`config.mk`:
```
export PLATFORM = sky130hd
export DESIGN_NAME = frse_encoder
export DESIGN_NICKNAME = d
export VERILOG_FILES = /design/src/logic/frse_pkg.sv /design/src/logic/frse_encoder.sv /design/src/logic/frse_step_watch.sv /design/src/logic/frse_index_watch.sv
export SDC_FILE = /design/constraint.sdc
export NUM_CORES = 1
export LEC_CHECK = 0
export BUFFER_PORTS_ARGS = -buffer_cell sky130_fd_sc_hd__buf_2
export CORE_MARGIN = 2
export CORE_UTILIZATION = 30
export CTS_CLUSTER_DIAMETER = 100
export DETAILED_ROUTE_END_ITERATION = 6
export PLACE_DENSITY = 0.63
export SLEW_MARGIN = 5
export SYNTH_ARGS = -nofsm -noshare
export SYNTH_HDL_FRONTEND = slang
export SYNTH_HIERARCHICAL = 1
export SYNTH_SLANG_ARGS = --single-unit
```
`constraint.sdc`:
```
create_clock -name clk -period 1.7 [get_ports clk]
set_input_delay 0.34 -clock clk [delete_from_list [all_inputs] [get_ports clk]]
set_output_delay 0.34 -clock clk [all_outputs]
set_load 0.03 [all_outputs]
```
`src/logic/frse_pkg.sv`:
```
// Package holding constants and types of the floppy result status encoder.
// Behaviour
// - Completion code 00 on clean finish.
// - Completion code 01 when execution failed.
// - Completion code 10 for invalid command.
// - Completion code 11 for polling termination.
// - Positioning finished bit five after seeks.
// - Equipment fault after 255 steps without track zero.
// - Equipment fault on relative seek past zero.
// - Side bit two, drive bits one-zero.
// - Unused status bits always read zero.
// - Sector beyond track end sets bit seven.
// - Any CRC fault sets second byte bit five.
// - Overrun or underrun sets bit four.
// - Sector absent cases set bit two.
// - Write protect during write sets bit one.
// - Missing address marks set bit zero.
// - Wrong data mark kind sets bit six.
// - Data field CRC sets third bit five.
// - Track mismatch sets third byte bit four.
// - Mismatch with track FF sets bit one.
// - Missing data mark sets third bit zero.
// - Status bytes read through data register.
package frse_pkg;

   // -----------------------------------------------------------------
   // Field positions and values
   // -----------------------------------------------------------------
   localparam logic [1:0] FRSE_CC_NORMAL   = 2'h0;
   localparam logic [1:0] FRSE_CC_ABNORMAL = 2'h1;
   localparam logic [1:0] FRSE_CC_INVALID  = 2'h2;
   localparam logic [1:0] FRSE_CC_POLLING  = 2'h3;
   localparam int         FRSE_B0_POS_DONE = 5;
   localparam int         FRSE_B0_EQ_FAULT = 4;
   localparam int         FRSE_B1_END_TRK  = 7;
   localparam int         FRSE_B1_CRC_ANY  = 5;
   localparam int         FRSE_B1_OVERRUN  = 4;
   localparam int         FRSE_B1_ABSENT   = 2;
   localparam int         FRSE_B1_WPROT    = 1;
   localparam int         FRSE_B1_MISS_ID  = 0;
   localparam int         FRSE_B2_CTL_MARK = 6;
   localparam int         FRSE_B2_CRC_DATA = 5;
   localparam int         FRSE_B2_TRK_MISM = 4;
   localparam int         FRSE_B2_BAD_TRK  = 1;
   localparam int         FRSE_B2_MISS_DAT = 0;
   localparam logic [7:0] FRSE_BAD_TRACK   = 8'hFF;
   localparam logic [7:0] FRSE_RECAL_STEPS = 8'hFF;
   localparam logic [1:0] FRSE_INDEX_LIMIT = 2'h2;
   localparam logic [7:0] FRSE_BYTE_RESET  = 8'h00;
   localparam logic [1:0] FRSE_IDX_FIRST   = 2'h0;
   localparam logic [1:0] FRSE_IDX_LAST    = 2'h2;

   // -----------------------------------------------------------------
   // Types
   // -----------------------------------------------------------------
   // Error events reported by the command engine, one-cycle pulses.
   typedef struct packed {
      logic       sectorPastEnd;
      logic       idCrcFault;
      logic       dataCrcFault;
      logic       overrun;
      logic       sectorNotFound;
      logic       readIdFault;
      logic       trackSeqFault;
      logic       idMarkSeen;
      logic       dataMarkMissing;
      logic       deletedMarkSeen;
      logic       normalMarkSeen;
      logic       idTrackValid;
      logic [7:0] idTrack;
   } frse_event_t;

   // Command context held by the command engine while it runs.
   typedef struct packed {
      logic       readData;
      logic       readDeleted;
      logic       writeCmd;
      logic       seekCmd;
      logic       relSeekOutPastZero;
      logic       recalibrate;
      logic       stepPulse;
      logic       side;
      logic [1:0] drive;
      logic [7:0] curTrack;
   } frse_ctx_t;

   typedef enum logic [3:0] {
      FRSE_IDLE   = 4'b0001,
      FRSE_EXEC   = 4'b0010,
      FRSE_RESULT = 4'b0100,
      FRSE_DONE   = 4'b1000
   } frse_state_t;

endpackage

```
`src/logic/frse_encoder.sv`:
```
// Top of the floppy result status encoder: flags, bytes and result read-out.
`timescale 1ns/1ps
module frse_encoder
   import frse_pkg::*;
(
   input  wire logic        clk,
   input  wire logic        reset_n,
   input  wire logic        cmdStart,
   input  wire logic        cmdInvalid,
   input  wire logic        cmdEnd,
   input  wire logic        pollAbort,
   input  wire logic        positionDone,
   input  wire logic        returnsStatus,
   input  wire frse_ctx_t   ctx,
   input  wire frse_event_t evt,
   input  wire logic        trackZeroInput,
   input  wire logic        writeProtectInput,
   input  wire logic        rotationMarkerInput,
   input  wire logic        transferEndStrobe,
   input  wire logic        dataRead,
   output logic [7:0]       dataOut,
   output logic             hostServiceRequest,
   output logic             transferDirection,
   output logic [7:0]       statusFirst,
   output logic [7:0]       statusSecond,
   output logic [7:0]       statusThird
);

   // -----------------------------------------------------------------
   // State and flags
   // -----------------------------------------------------------------
   frse_state_t state_q;
   logic [1:0]  code_q;
   logic        posDone_q;
   logic        relFault_q;
   logic        endTrk_q;
   logic        crcAny_q;
   logic        overrun_q;
   logic        absent_q;
   logic        wprot_q;
   logic        missData_q;
   logic        ctlMark_q;
   logic        crcData_q;
   logic        trkMism_q;
   logic        badTrk_q;
   logic        side_q;
   logic [1:0]  drive_q;
   logic [1:0]  rdIdx_q;
   logic        recalFault;
   logic        idMissing;
   logic        anyError;
   logic        isWrite;
   logic        mismatch;
   logic        endTrkHit;
   logic [7:0]  byteFirst;
   logic [7:0]  byteSecond;
   logic [7:0]  byteThird;

   assign isWrite  = ctx.writeCmd;
   assign mismatch = evt.idTrackValid && (evt.idTrack != ctx.curTrack);
   // A read data or write transfer (not read deleted) that ends without the transfer end strobe ran off the track.
   assign endTrkHit = cmdEnd && (ctx.readData || isWrite) && !transferEndStrobe;

   // -----------------------------------------------------------------
   // Sub-blocks
   // -----------------------------------------------------------------
   frse_step_watch u_step (
      .clk       (clk),
      .reset_n   (reset_n),
      .start     (cmdStart),
      .recal     (ctx.recalibrate),
      .stepPulse (ctx.stepPulse),
      .trackZero (trackZeroInput),
      .fault     (recalFault)
   );

   frse_index_watch u_index (
      .clk        (clk),
      .reset_n    (reset_n),
      .start      (cmdStart),
      .searching  (state_q == FRSE_EXEC && (ctx.readData || ctx.readDeleted || isWrite)),
      .indexPulse (rotationMarkerInput),
      .idMarkSeen (evt.idMarkSeen),
      .missing    (idMissing)
   );

   // -----------------------------------------------------------------
   // Phase sequencing
   // -----------------------------------------------------------------
   // result phase sequencing
   always_ff @(posedge clk) begin
      if (!reset_n) begin
         state_q <= FRSE_IDLE;
         rdIdx_q <= 2'h0;
      end else begin
         unique case (state_q)
            FRSE_IDLE: begin
               if (cmdStart) begin
                  state_q <= cmdInvalid ? FRSE_RESULT : FRSE_EXEC;
               end
               rdIdx_q <= 2'h0;
            end
            FRSE_EXEC: begin
               if (cmdEnd || pollAbort) begin
                  state_q <= returnsStatus ? FRSE_RESULT : FRSE_DONE;
               end
            end
            FRSE_RESULT: begin
               if (dataRead && hostServiceRequest && transferDirection) begin
                  if (rdIdx_q == 2'h2) begin
                     state_q <= FRSE_DONE;
                  end
                  rdIdx_q <= rdIdx_q + 2'h1;
               end
            end
            FRSE_DONE: begin
               state_q <= FRSE_IDLE;
            end
         endcase
      end
   end

   // -----------------------------------------------------------------
   // Completion code
   // -----------------------------------------------------------------
   // The end-of-track hit is taken directly, since its flag lands on the same edge as the code.
   assign anyError = endTrk_q || endTrkHit || crcAny_q || overrun_q || absent_q || wprot_q
                  || idMissing || missData_q || ctlMark_q || trkMism_q
                  || recalFault || relFault_q;

   always_ff @(posedge clk) begin
      if (!reset_n) begin
         code_q <= FRSE_CC_NORMAL;
      end else if (cmdStart) begin
         code_q <= cmdInvalid ? FRSE_CC_INVALID : FRSE_CC_NORMAL;
      end else if (state_q == FRSE_EXEC && pollAbort) begin
         code_q <= FRSE_CC_POLLING;
      end else if (state_q == FRSE_EXEC && cmdEnd) begin
         code_q <= anyError ? FRSE_CC_ABNORMAL : FRSE_CC_NORMAL;
      end
   end

   // -----------------------------------------------------------------
   // First byte flags
   // -----------------------------------------------------------------
   // positioning and address
   always_ff @(posedge clk) begin
      if (!reset_n || cmdStart) begin
         posDone_q  <= 1'b0;
         relFault_q <= 1'b0;
      end else begin
         if (positionDone) begin
            posDone_q <= 1'b1;
         end
         if (ctx.relSeekOutPastZero) begin
            relFault_q <= 1'b1;
         end
      end
   end

   always_ff @(posedge clk) begin
      if (!reset_n) begin
         side_q  <= 1'b0;
         drive_q <= 2'h0;
      end else if (state_q == FRSE_EXEC || cmdStart) begin
         side_q  <= ctx.side;
         drive_q <= ctx.drive;
      end
   end

   // -----------------------------------------------------------------
   // Second and third byte flags
   // -----------------------------------------------------------------
   // Sticky flags; a new command clears them, and the clear wins over a same-cycle
   // event in any state, since cmdStart is not gated on idle here.
   // clear on new command
   always_ff @(posedge clk) begin
      if (!reset_n || cmdStart) begin
         endTrk_q   <= 1'b0;
         crcAny_q   <= 1'b0;
         overrun_q  <= 1'b0;
         absent_q   <= 1'b0;
         wprot_q    <= 1'b0;
         missData_q <= 1'b0;
         ctlMark_q  <= 1'b0;
         crcData_q  <= 1'b0;
         trkMism_q  <= 1'b0;
         badTrk_q   <= 1'b0;
      end else if (state_q == FRSE_EXEC) begin
         if (evt.sectorPastEnd || endTrkHit) begin
            endTrk_q <= 1'b1;
         end
         if (evt.idCrcFault || evt.dataCrcFault) begin
            crcAny_q <= 1'b1;
         end
         if (evt.dataCrcFault) begin
            crcData_q <= 1'b1;
         end
         if (evt.overrun) begin
            overrun_q <= 1'b1;
         end
         if (evt.sectorNotFound || evt.readIdFault || evt.trackSeqFault) begin
            absent_q <= 1'b1;
         end
         if (isWrite && writeProtectInput) begin
            wprot_q <= 1'b1;
         end
         if (evt.dataMarkMissing) begin
            missData_q <= 1'b1;
         end
         if ((ctx.readData && evt.deletedMarkSeen) || (ctx.readDeleted && evt.normalMarkSeen)) begin
            ctlMark_q <= 1'b1;
         end
         if (mismatch) begin
            trkMism_q <= 1'b1;
            if (evt.idTrack == FRSE_BAD_TRACK) begin
               badTrk_q <= 1'b1;
            end
         end
      end
   end

   // -----------------------------------------------------------------
   // Byte assembly
   // -----------------------------------------------------------------
   // byte layout
   always_comb begin
      byteFirst  = {code_q, posDone_q, recalFault || relFault_q, 1'b0, side_q, drive_q};
      byteSecond = FRSE_BYTE_RESET;
      byteSecond[FRSE_B1_END_TRK] = endTrk_q;
      byteSecond[FRSE_B1_CRC_ANY] = crcAny_q;
      byteSecond[FRSE_B1_OVERRUN] = overrun_q;
      byteSecond[FRSE_B1_ABSENT]  = absent_q;
      byteSecond[FRSE_B1_WPROT]   = wprot_q;
      byteSecond[FRSE_B1_MISS_ID] = idMissing || missData_q;
      byteThird  = FRSE_BYTE_RESET;
      byteThird[FRSE_B2_CTL_MARK] = ctlMark_q;
      byteThird[FRSE_B2_CRC_DATA] = crcData_q;
      byteThird[FRSE_B2_TRK_MISM] = trkMism_q;
      byteThird[FRSE_B2_BAD_TRK]  = badTrk_q;
      byteThird[FRSE_B2_MISS_DAT] = missData_q;
   end

   // -----------------------------------------------------------------
   // Registered outputs
   // -----------------------------------------------------------------
   // data register output
   always_ff @(posedge clk) begin
      if (!reset_n) begin
         statusFirst        <= FRSE_BYTE_RESET;
         statusSecond       <= FRSE_BYTE_RESET;
         statusThird        <= FRSE_BYTE_RESET;
         dataOut            <= FRSE_BYTE_RESET;
         hostServiceRequest <= 1'b0;
         transferDirection  <= 1'b0;
      end else begin
         statusFirst        <= byteFirst;
         statusSecond       <= byteSecond;
         statusThird        <= byteThird;
         hostServiceRequest <= state_q == FRSE_IDLE || state_q == FRSE_RESULT;
         transferDirection  <= state_q == FRSE_RESULT;
         unique case (rdIdx_q)
            2'h0:    dataOut <= byteFirst;
            2'h1:    dataOut <= byteSecond;
            default: dataOut <= byteThird;
         endcase
      end
   end
endmodule

```
`src/logic/frse_step_watch.sv`:
```
// Step counter that flags recalibrate failure after 255 steps.
`timescale 1ns/1ps
module frse_step_watch
   import frse_pkg::*;
(
   input  wire logic clk,
   input  wire logic reset_n,
   input  wire logic start,
   input  wire logic recal,
   input  wire logic stepPulse,
   input  wire logic trackZero,
   output logic      fault
);

   logic [7:0] steps_q;

   // -----------------------------------------------------------------
   // Step counting
   // -----------------------------------------------------------------
   // Counting saturates so a stuck drive never wraps back to a pass.
   always_ff @(posedge clk) begin
      if (!reset_n || start || trackZero) begin
         steps_q <= 8'h00;
      end else if (recal && stepPulse && steps_q != FRSE_RECAL_STEPS) begin
         steps_q <= steps_q + 8'h01;
      end
   end

   always_ff @(posedge clk) begin
      if (!reset_n || start) begin
         fault <= 1'b0;
      end else if (recal && !trackZero && steps_q == FRSE_RECAL_STEPS) begin
         fault <= 1'b1;
      end
   end

endmodule

```
`src/logic/frse_index_watch.sv`:
```
// Index pulse counter that flags a missing identifier mark.
`timescale 1ns/1ps
module frse_index_watch
   import frse_pkg::*;
(
   input  wire logic clk,
   input  wire logic reset_n,
   input  wire logic start,
   input  wire logic searching,
   input  wire logic indexPulse,
   input  wire logic idMarkSeen,
   output logic      missing
);

   logic [1:0] idx_q;

   // -----------------------------------------------------------------
   // Index counting
   // -----------------------------------------------------------------
   // A seen mark restarts the count; two revolutions without one fail.
   always_ff @(posedge clk) begin
      if (!reset_n || start || idMarkSeen || !searching) begin
         idx_q <= FRSE_IDX_FIRST;
      end else if (indexPulse && idx_q != FRSE_IDX_LAST) begin
         idx_q <= idx_q + 2'h1;
      end
   end

   always_ff @(posedge clk) begin
      if (!reset_n || start) begin
         missing <= 1'b0;
      end else if (searching && indexPulse && idx_q == FRSE_INDEX_LIMIT - 2'h1) begin
         missing <= 1'b1;
      end
   end

endmodule

```
==> impl_metrics.tcl, run 1 <==
set metrics [dict create \
    timing.fmax_mhz 652 \
    num_rows 34 \
    core_area_mm2 0.00864 \
    period_minus_slack_ns 1.53 \
    intPower_mw 2.31 \
    power_density_mw_per_mm2 923 \
    comb_power_share 0.110 \
    p_clk_frac 0.400 \
    slowest_stage "nor4b_4" \
    io_buffers 76 \
    via_count 2200 \
    hold_depth 3 \
    antenna_cells 0 \
    ys.flop_type "dfxtp_1" \
    p_sw_frac 0.253 \
    synth_area_per_cell_um2 9.45 \
    tritoncts "yes" \
    arrival_ns 1.78 \
    cts-root-buf "clkbuf_8" \
    detailedPlace.worstSlack_ns 0.131 \
    synth_edf_count 0 \
    io_pins 85 \
    rr_worst_depth 4 \
    p_sw_mw 0.782 \
    start_util 0.305 \
    post-route-util 0.388 \
    hold_end "posDone_q" \
    drc 0 \
    grt_first_pass_wirelength_um 9880 \
    p_total_mw 3.09 \
    fin_crit_sh 0.903 \
    rsz0062_at_grt "no" \
    drive_above_1_share 0.311 \
    antenna_found_initial 0 \
    cp-start-kind "register" \
    relSlewSlack 0.620 \
    crit_path_max_fanout 9 \
    drt_iter0_drc 70 \
    post_cts_resized 0 \
    leakage_nw 1.45 \
    ys_ff_latch 62 \
    crit_chain "nor4b_4 > o31a_1 > nand4bb_1 > a211oi_1" \
    final_antenna_net_count 0 \
    cts_buffers 9 \
    overflow 0 \
    post_cts_buffers 0 \
    fin_ws_ns 0.165 \
    r2r-start "state_q[0]" \
    required_ns 1.95 \
    slew_viol_final 0 \
    holdBufCountCts 0 \
    critPathKind "register to register" \
    fin_tns_setup_ns 0 \
    fin_nets 422 \
    regArea_mm2 0.00124 \
    grt_max_degree 19 \
    die_height_um 97.8 \
    track_usage 0.128 \
    seqPwrFrac 0.490 \
    finClkSkew_ns 0.00725 \
    status "complete, no violations" \
    final_area_mm2 0.00335 \
    die_area_mm2 0.00956 \
    cpPeakStageDelay_ns 0.52 \
    holdCritStartpoint "positionDone" \
    tightest_slew_ns 0.568 \
    fill_cells 856 \
    yosysSeqAreaShare 0.471 \
    viasPerCell 4.60 \
    chipWidth_um 97.8 \
    min_path_type "input pin to register" \
    synthArstFlopShare 0 \
    synth_cell_types 57 \
    setup_viol 0 \
    netlist_area_mm2 0.00264 \
    dr.pass1.iters 4 \
    postSynthCellCount 279 \
    grt_pass1_vias 2149 \
    multi_input_area_mm2 0.00128 \
    yosysWarnings 6 \
    critPathCaptureType "register" \
    hpwlAfterDp_um 4740 \
    most-common-layout-cells "buf_2 (76), dfxtp_1 (62), nor2_1 (25)" \
    htreeDepth 3 \
    cts.clk_slew.worst_paths_ns 0.07 \
    post_dp_cell_area_mm2 0.00316 \
    wl_per_cell_um 12.5 \
    layout.cells.most_common "buf_2" \
    regToRegSetupSlack_ns 0.17 \
    rr_endpoint "u_index/idx_q[1]" \
    clock_latency_ns 0.33 \
    clockBufferDepth 2 \
    place.gp.congestion 0.825 \
    syn2layout_area_growth_pct 26.9 \
    irDropWorstVdd_mv 0.507 \
    wl_um 6000 \
    cts.sinks 62 \
    maxCapViolations 0 \
    hold_viol 0 \
]
## final cells by class
cell class              count  area share
well taps                 108      0.0404
clock buffers              10      0.0381
clock inverters             6      0.0187
repair buffers             86       0.136
flip-flops and latches     62       0.371
inverters                  11      0.0123
multi-input cells         195       0.384
## stage by stage
stage	hold WS [ns]	instances
finish	0.214	478
global route	0.219	478
CTS	0.206	478
detailed placement	0.481	462
global placement	0.474	462
floorplan	0.416	285
## metal layers
metal	share of wire	up-vias	GRT usage
met5	0	-	0
met4	0.0085	0	0.0256
met3	0.074	5	0.0558
met2	0.47	64	0.221
met1	0.45	991	0.150
li1	-	1140	-
## cell usage after synthesis (2+ instances only)
library cell   n  area, µm²
dfxtp_1       62       1240
a22o_1         2       17.5
nand3_1        4       20.0
o211ai_1       2       15.0
a211oi_1       2       15.0
o21ai_2        2       17.5
or3_1          2       12.5
nor3b_1        4       30.0
xor2_1        10       87.6
clkbuf_1       8       30.0
and2_1        19        119
o21bai_1       2       15.0
ha_1           6       75.1
a21oi_1       12       60.1
a31oi_1        5       31.3
o21a_1         3       22.5
and3_1         2       12.5
o21ai_0        9       45.0
buf_4          8       60.1
a21oi_2        2       17.5
inv_1         11       41.3
mux2i_1        2       20.0
nand4_1        5       31.3
nor4_1         5       31.3
a21boi_0       7       52.6
nand2_1       15       56.3
nor2_1        25       93.8
nand2b_1       2       12.5
a22oi_1        6       45.0
o31ai_1        2       15.0
nor2b_1        4       25.0
nor3_1         4       20.0
## power groups by stage
stage,logic (mW),registers (mW),clock network (mW)
floorplan,0.176,1.58,0
global placement,0.335,1.55,0
detailed placement,0.342,1.55,0
CTS,0.343,1.52,1.27
global route,0.375,1.52,1.34
finish,0.340,1.52,1.24
## state kept, by name (all words and copies together) (netlist names), 2 cells and up
register        flops
code_q              2
dataOut             7
drive_q             2
rdIdx_q             2
state_q             4
statusFirst         7
statusSecond        6
statusThird         5
u_index/idx_q       2
u_step/steps_q      8
## worst max-delay path, delay by kind of cell (launching register included)
kind / cells / cell delay [ns]
simple gates: 2 / 0.65
compound gates: 2 / 0.43
flops: 1 / 0.37
## worst max path at each step
stage	cells past startpoint	start	slack [ns]	to
after CTS	4	state_q[3]	0.13	u_index/idx_q[1]
after global routing	4	state_q[3]	0.03	u_index/idx_q[1]
after detailed placement	5	ctx[12]	0.13	u_step/steps_q[5]
after floorplan	6	state_q[1]	0.21	u_index/idx_q[1]
after global placement	5	ctx[12]	0.15	u_step/steps_q[5]
final	4	state_q[0]	0.17	u_index/idx_q[1]
## logic make-up after synthesis
logic type      share of synthesized area
simple gates                        0.231
compound gates                      0.170
flops                               0.471
buf+inv                            0.0541
xor+xnor                           0.0365
fa+ha+maj                          0.0285
mux                               0.00759
other cells                       0.00142
(Power assumes the default switching activity.)
==> run 2: changes to the inputs <==
- ABC_AREA: not set -> 1
==> impl_metrics.tcl, run 2 <==
set metrics [dict create \
    status "complete, no violations" \
    synth_top_cell_by_area "dfxtp_1" \
    timing.fmax_mhz 702 \
    largest_reg_flops 8 \
    period_minus_slack_ns 1.42 \
    required_ns 1.94 \
    yosysSeqAreaShare 0.453 \
    fin_tns_setup_ns 0 \
    p_clk_frac 0.350 \
    fill_cells 941 \
    tritoncts "yes" \
    die_height_um 99.6 \
    wl_um 6280 \
    cts-root-buf "clkbuf_8" \
    global_route.usage.met2 0.209 \
    ys.flop_type "dfxtp_1" \
    setup_viol 0 \
    post-route-util 0.381 \
    intPower_mw 2.21 \
    grt_first_pass_wirelength_um 10300 \
    num_rows 34 \
    holdCritStartpoint "positionDone" \
    grt_use_met1 0.166 \
    netlist_area_mm2 0.00274 \
    dr.pass1.iters 5 \
    top_usage_layer "met2" \
    wl_per_cell_um 11.0 \
    synth_area_per_cell_um2 7.27 \
    finClkSkew_ns 0.00592 \
    fin_crit_sh 0.838 \
    via_count 2518 \
    htreeDepth 3 \
    startpoint "u_step/steps_q[0]" \
    drt_iter0_drc 98 \
    clockBufferDepth 2 \
    crit_path_max_fanout 12 \
    cts_buffers 9 \
    io_buffers 76 \
    irDropWorstVdd_mv 0.375 \
    r2r-start "u_step/steps_q[0]" \
    synth_cell_types 33 \
    overflow 0 \
    arrival_ns 1.66 \
    use_met3 0.0541 \
    place.gp.congestion 0.839 \
    power_density_mw_per_mm2 937 \
    track_usage 0.134 \
    drc 0 \
    grt_max_degree 32 \
    maxCapViolations 0 \
    cts.sinks 62 \
    syn2layout_area_growth_pct 22.6 \
    largestRegisters "u_step/steps_q x8, dataOut x7, statusFirst x7" \
    antenna_cells 0 \
    final_antenna_net_count 0 \
    slew_viol_final 0 \
    cp-start-kind "register" \
    start_util 0.311 \
    synth_edf_count 0 \
    cts.clk_slew.worst_paths_ns 0.07 \
    min_path_type "input pin to register" \
    yosysWarnings 6 \
    yosys-top-cells-area "dfxtp_1 (45%), nand2_1 (10%), inv_1 (9.3%), nor2_1 (5.9%), nand3_1 (4.6%)" \
    yosys.area.top_type_share 0.453 \
    antenna_found_initial 0 \
    hpwlAfterDp_um 5000 \
    rr_endpoint "u_step/steps_q[0]" \
    ys_ff_latch 62 \
    postSynthCellCount 377 \
    critPathKind "register to register" \
    core_area_mm2 0.00881 \
    p_sw_frac 0.298 \
    comb_power_share 0.158 \
    post_cts_buffers 0 \
    chipWidth_um 99.6 \
    viasPerCell 4.41 \
    drive_above_1_share 0.238 \
    critical_path.endpoint "u_step/steps_q[0]" \
    die_area_mm2 0.00991 \
    p_sw_mw 0.936 \
    fin_nets 515 \
    grt_pass1_vias 2326 \
    hold_viol 0 \
    yosysMostFrequentCell "nand2_1" \
    post_cts_resized 0 \
    top_register "u_step/steps_q" \
    p_total_mw 3.15 \
    holdBufCountCts 0 \
    synthArstFlopShare 0 \
    clock_latency_ns 0.34 \
    leakage_nw 1.71 \
    rr_worst_depth 8 \
    seqPwrFrac 0.492 \
    critPathCaptureType "register" \
    rsz0062_at_grt "no" \
    most-common-layout-cells "nand2_1 (76), buf_2 (76), inv_1 (68)" \
    regToRegSetupSlack_ns 0.28 \
    yosys-top-cells-count "nand2_1 (76), inv_1 (68), dfxtp_1 (62)" \
    io_pins 85 \
]
## run 2: cell count changes after synthesis, sizes merged, moves of 6 or more
cell,change
a21boi,-7
a21oi,+8
a22oi,-6
and2,-19
clkbuf,-7
inv,+60
nand2,+66
nand3,+21
nor2,+24
xor2,-10
## run 2: metal layers
metal  share of wire  vias to the layer above
met2            0.45                       77
met1            0.46                     1119
met3           0.074                        5
li1                -                     1317
met4           0.010                        0
met5               0                        -
## run 2: worst max-delay path: stages (launching register included)
cell and delay, ns:
dfxtp_1 0.39, ha_1 0.19, nand2_1 0.11, inv_2 0.09, nand3_2 0.21, nand2_1 0.15, inv_1 0.06, nor2_1 0.08
nor2_1 0.05
## run 2: through the flow
stage | instances | cell area (µm²) | hold WS (ns) | setup WS (ns)
6_report | 571 | 3360 | 0.230 | 0.276
5_1_grt | 571 | 3360 | 0.218 | 0.128
4_1_cts | 571 | 3360 | 0.207 | 0.299
3_5_place_dp | 555 | 3190 | 0.420 | 0.309
3_3_place_gp | 555 | 3190 | 0.416 | 0.335
2_1_floorplan | 383 | 2760 | 0.407 | 0.515
## run 2: how the worst min path moves through the flow
stage	end	slack, ns	cells after the start
6_report	posDone_q	0.23	3
5_1_grt	posDone_q	0.22	3
4_1_cts	posDone_q	0.21	3
3_5_place_dp	statusSecond[1]	0.42	2
3_3_place_gp	statusThird[4]	0.42	2
2_1_floorplan	statusFirst[0]	0.41	2
## run 2: power groups by stage
| stage | registers [mW] | clock network [mW] | logic, mW |
|---|---|---|---|
| after global placement | 1.58 | 0 | 0.490 |
| after floorplan | 1.63 | 0 | 0.304 |
| after CTS | 1.55 | 1.15 | 0.502 |
| after detailed placement | 1.58 | 0 | 0.500 |
| after global routing | 1.55 | 1.20 | 0.561 |
| final | 1.55 | 1.10 | 0.497 |
## run 2: area by class of cell
class | instances | area [µm²] | area share
multi-input combinational | 235 | 1150 | 0.343
inverter | 73 | 275 | 0.0820
clock buffer | 10 | 128 | 0.0380
tap | 108 | 135 | 0.0402
sequential | 62 | 1240 | 0.370
timing repair buffer | 77 | 388 | 0.115
clock inverter | 6 | 38.8 | 0.0115
## run 2: cells by family after synthesis
family	Yosys count	synth area share
AO/OA/AOI/OAI	49	0.0968
XOR/XNOR	4	0.0128
adder cells (fa/ha/maj)	6	0.0274
buffers and inverters	86	0.135
flip-flops	62	0.453
other	1	0.00137
AND/OR/NAND/NOR	169	0.274
==> run 3: changes to the inputs <==
- ABC_AREA: 1 -> 0
- PLACE_DENSITY: 0.63 -> 0.65
- clock period: 1.7 -> 1.2 ns (I/O delays scaled with it)
==> impl_metrics.tcl, run 3 (same netlist as run 1, synthesis figures left out) <==
set metrics [dict create \
    viasPerCell 4.69 \
    crit_path_max_fanout 4 \
    slew_viol_final 0 \
    overflow 0 \
    startpoint "state_q[2]" \
    post_dp_cell_area_mm2 0.00342 \
    cpPeakStageDelay_ns 0.56 \
    period_minus_slack_ns 1.41 \
    die_height_um 97.8 \
    fin_ws_ns -0.214 \
    regArea_mm2 0.00127 \
    chipWidth_um 97.8 \
    fin_crit_sh 1.18 \
    via_count 2433 \
    place.gp.congestion 0.849 \
    irDropWorstVdd_mv 0.407 \
    cp-start-kind "register" \
    crit_chain "or4b_4 > o21ai_2 > or2b_1 > nor2_1" \
    largest_reg_flops 8 \
    grt_first_pass_wirelength_um 10800 \
    p_total_mw 4.34 \
    grt_max_degree 25 \
    clockBufferDepth 2 \
    dr.pass1.iters 4 \
    tritoncts "yes" \
    worstSetupPathDepth 4 \
    cts_buffers 9 \
    hold_viol 0 \
    drc 0 \
    required_ns 1.42 \
    post-route-util 0.449 \
    top_register "u_step/steps_q" \
    start_util 0.305 \
    antenna_found_initial 0 \
    arrival_ns 1.64 \
    fill_cells 840 \
    track_usage 0.141 \
    core_area_mm2 0.00864 \
    wl_per_cell_um 13.1 \
    rsz0062_at_grt "yes" \
    crit_buf_inv 0 \
    final_antenna_net_count 0 \
    drive_above_1_share 0.477 \
    violations "negative setup slack" \
    fin_nets 463 \
    setup_viol 27 \
    r2r-start "state_q[2]" \
    slowest_stage "or4b_4" \
    num_rows 34 \
    leakage_nw 1.71 \
    htreeDepth 3 \
    hpwlAfterDp_um 5030 \
    final_area_mm2 0.00388 \
    cts.clk_slew.worst_paths_ns 0.08 \
    cts-root-buf "clkbuf_8" \
    timing.fmax_mhz 707 \
    syn2layout_area_growth_pct 47.0 \
    critPathKind "register to register" \
    finClkSkew_ns 0.0103 \
    drt_iter0_drc 80 \
    layout.cells.most_common "buf_2" \
    antenna_cells 0 \
    die_area_mm2 0.00956 \
    rr_worst_depth 4 \
    largestRegisters "u_step/steps_q x8, dataOut x7, statusFirst x7" \
    grt_pass1_vias 2378 \
    io_buffers 76 \
    min_path_type "input pin to register" \
    hold_depth 3 \
    maxCapViolations 0 \
    wl_um 6770 \
    cts.sinks 62 \
    io_pins 85 \
    fin_tns_setup_ns -2.30 \
    multi_input_area_mm2 0.00144 \
    clock_latency_ns 0.34 \
    holdCritStartpoint "positionDone" \
    status "complete, but fails checks" \
    power_density_mw_per_mm2 1120 \
    most-common-layout-cells "buf_2 (76), dfxtp_1 (50), buf_4 (44)" \
    critical-path-top-delay-family "simple AND/OR/NAND/NOR gates" \
    critPathCaptureType "register" \
]
==> run 3: area by class of cell <==
class / count / share of cell area
clock buffers: 9 / 0.0319
clock inverters: 7 / 0.0129
inverters: 11 / 0.0106
multi-input cells: 195 / 0.372
flip-flops and latches: 62 / 0.328
well taps: 108 / 0.0349
repair buffers: 127 / 0.209
==> run 3: metrics by stage <==
stage | cells | hold WS (ns) | worst slack (ns)
floorplan | 285 | 0.316 | -0.230
global placement | 491 | 0.449 | -0.190
detailed placement | 491 | 0.464 | -0.235
CTS | 516 | 0.101 | -0.195
global route | 519 | 0.119 | -0.261
finish | 519 | 0.110 | -0.214
==> run 3: layer usage <==
layer	GRT usage	share of wire	vias to the layer above
li1	-	-	1223
met1	0.169	0.44	1141
met2	0.233	0.49	63
met3	0.0451	0.050	6
met4	0.0598	0.010	0
met5	0	0	-
==> run 3: report_power, final <==
part	switching (mW)	total, mW	internal (mW)
Combinational	0.302	0.570	0.269
Sequential	0.0404	2.14	2.10
Clock	0.878	1.63	0.754
Total	1.22	4.34	3.12
==> run 3: final timing paths <==
| check | to | slack, ns |
|---|---|---|
| setup / recovery | state_q[2] | -0.21 |
| hold / removal | posDone_q | 0.11 |
| hold reg to reg | drive_q[0] | 0.48 |
| setup reg to reg | state_q[2] | -0.21 |
==> run 3: tightest hold or removal path: cells and delay by family <==
family / cells / cell delay [ns]
simple gates: 2 / 0.10
buf+inv: 1 / 0.08
==> run 3: what timing repair did <==
item,4_1_cts,5_1_grt
endpoints found under the hold margin,0,0
cloned,0,0
buffers inserted,9,3
endpoints found under the setup margin,36,33
gates resized for setup,32,26
pin swaps,19,24
hold buffers,0,0
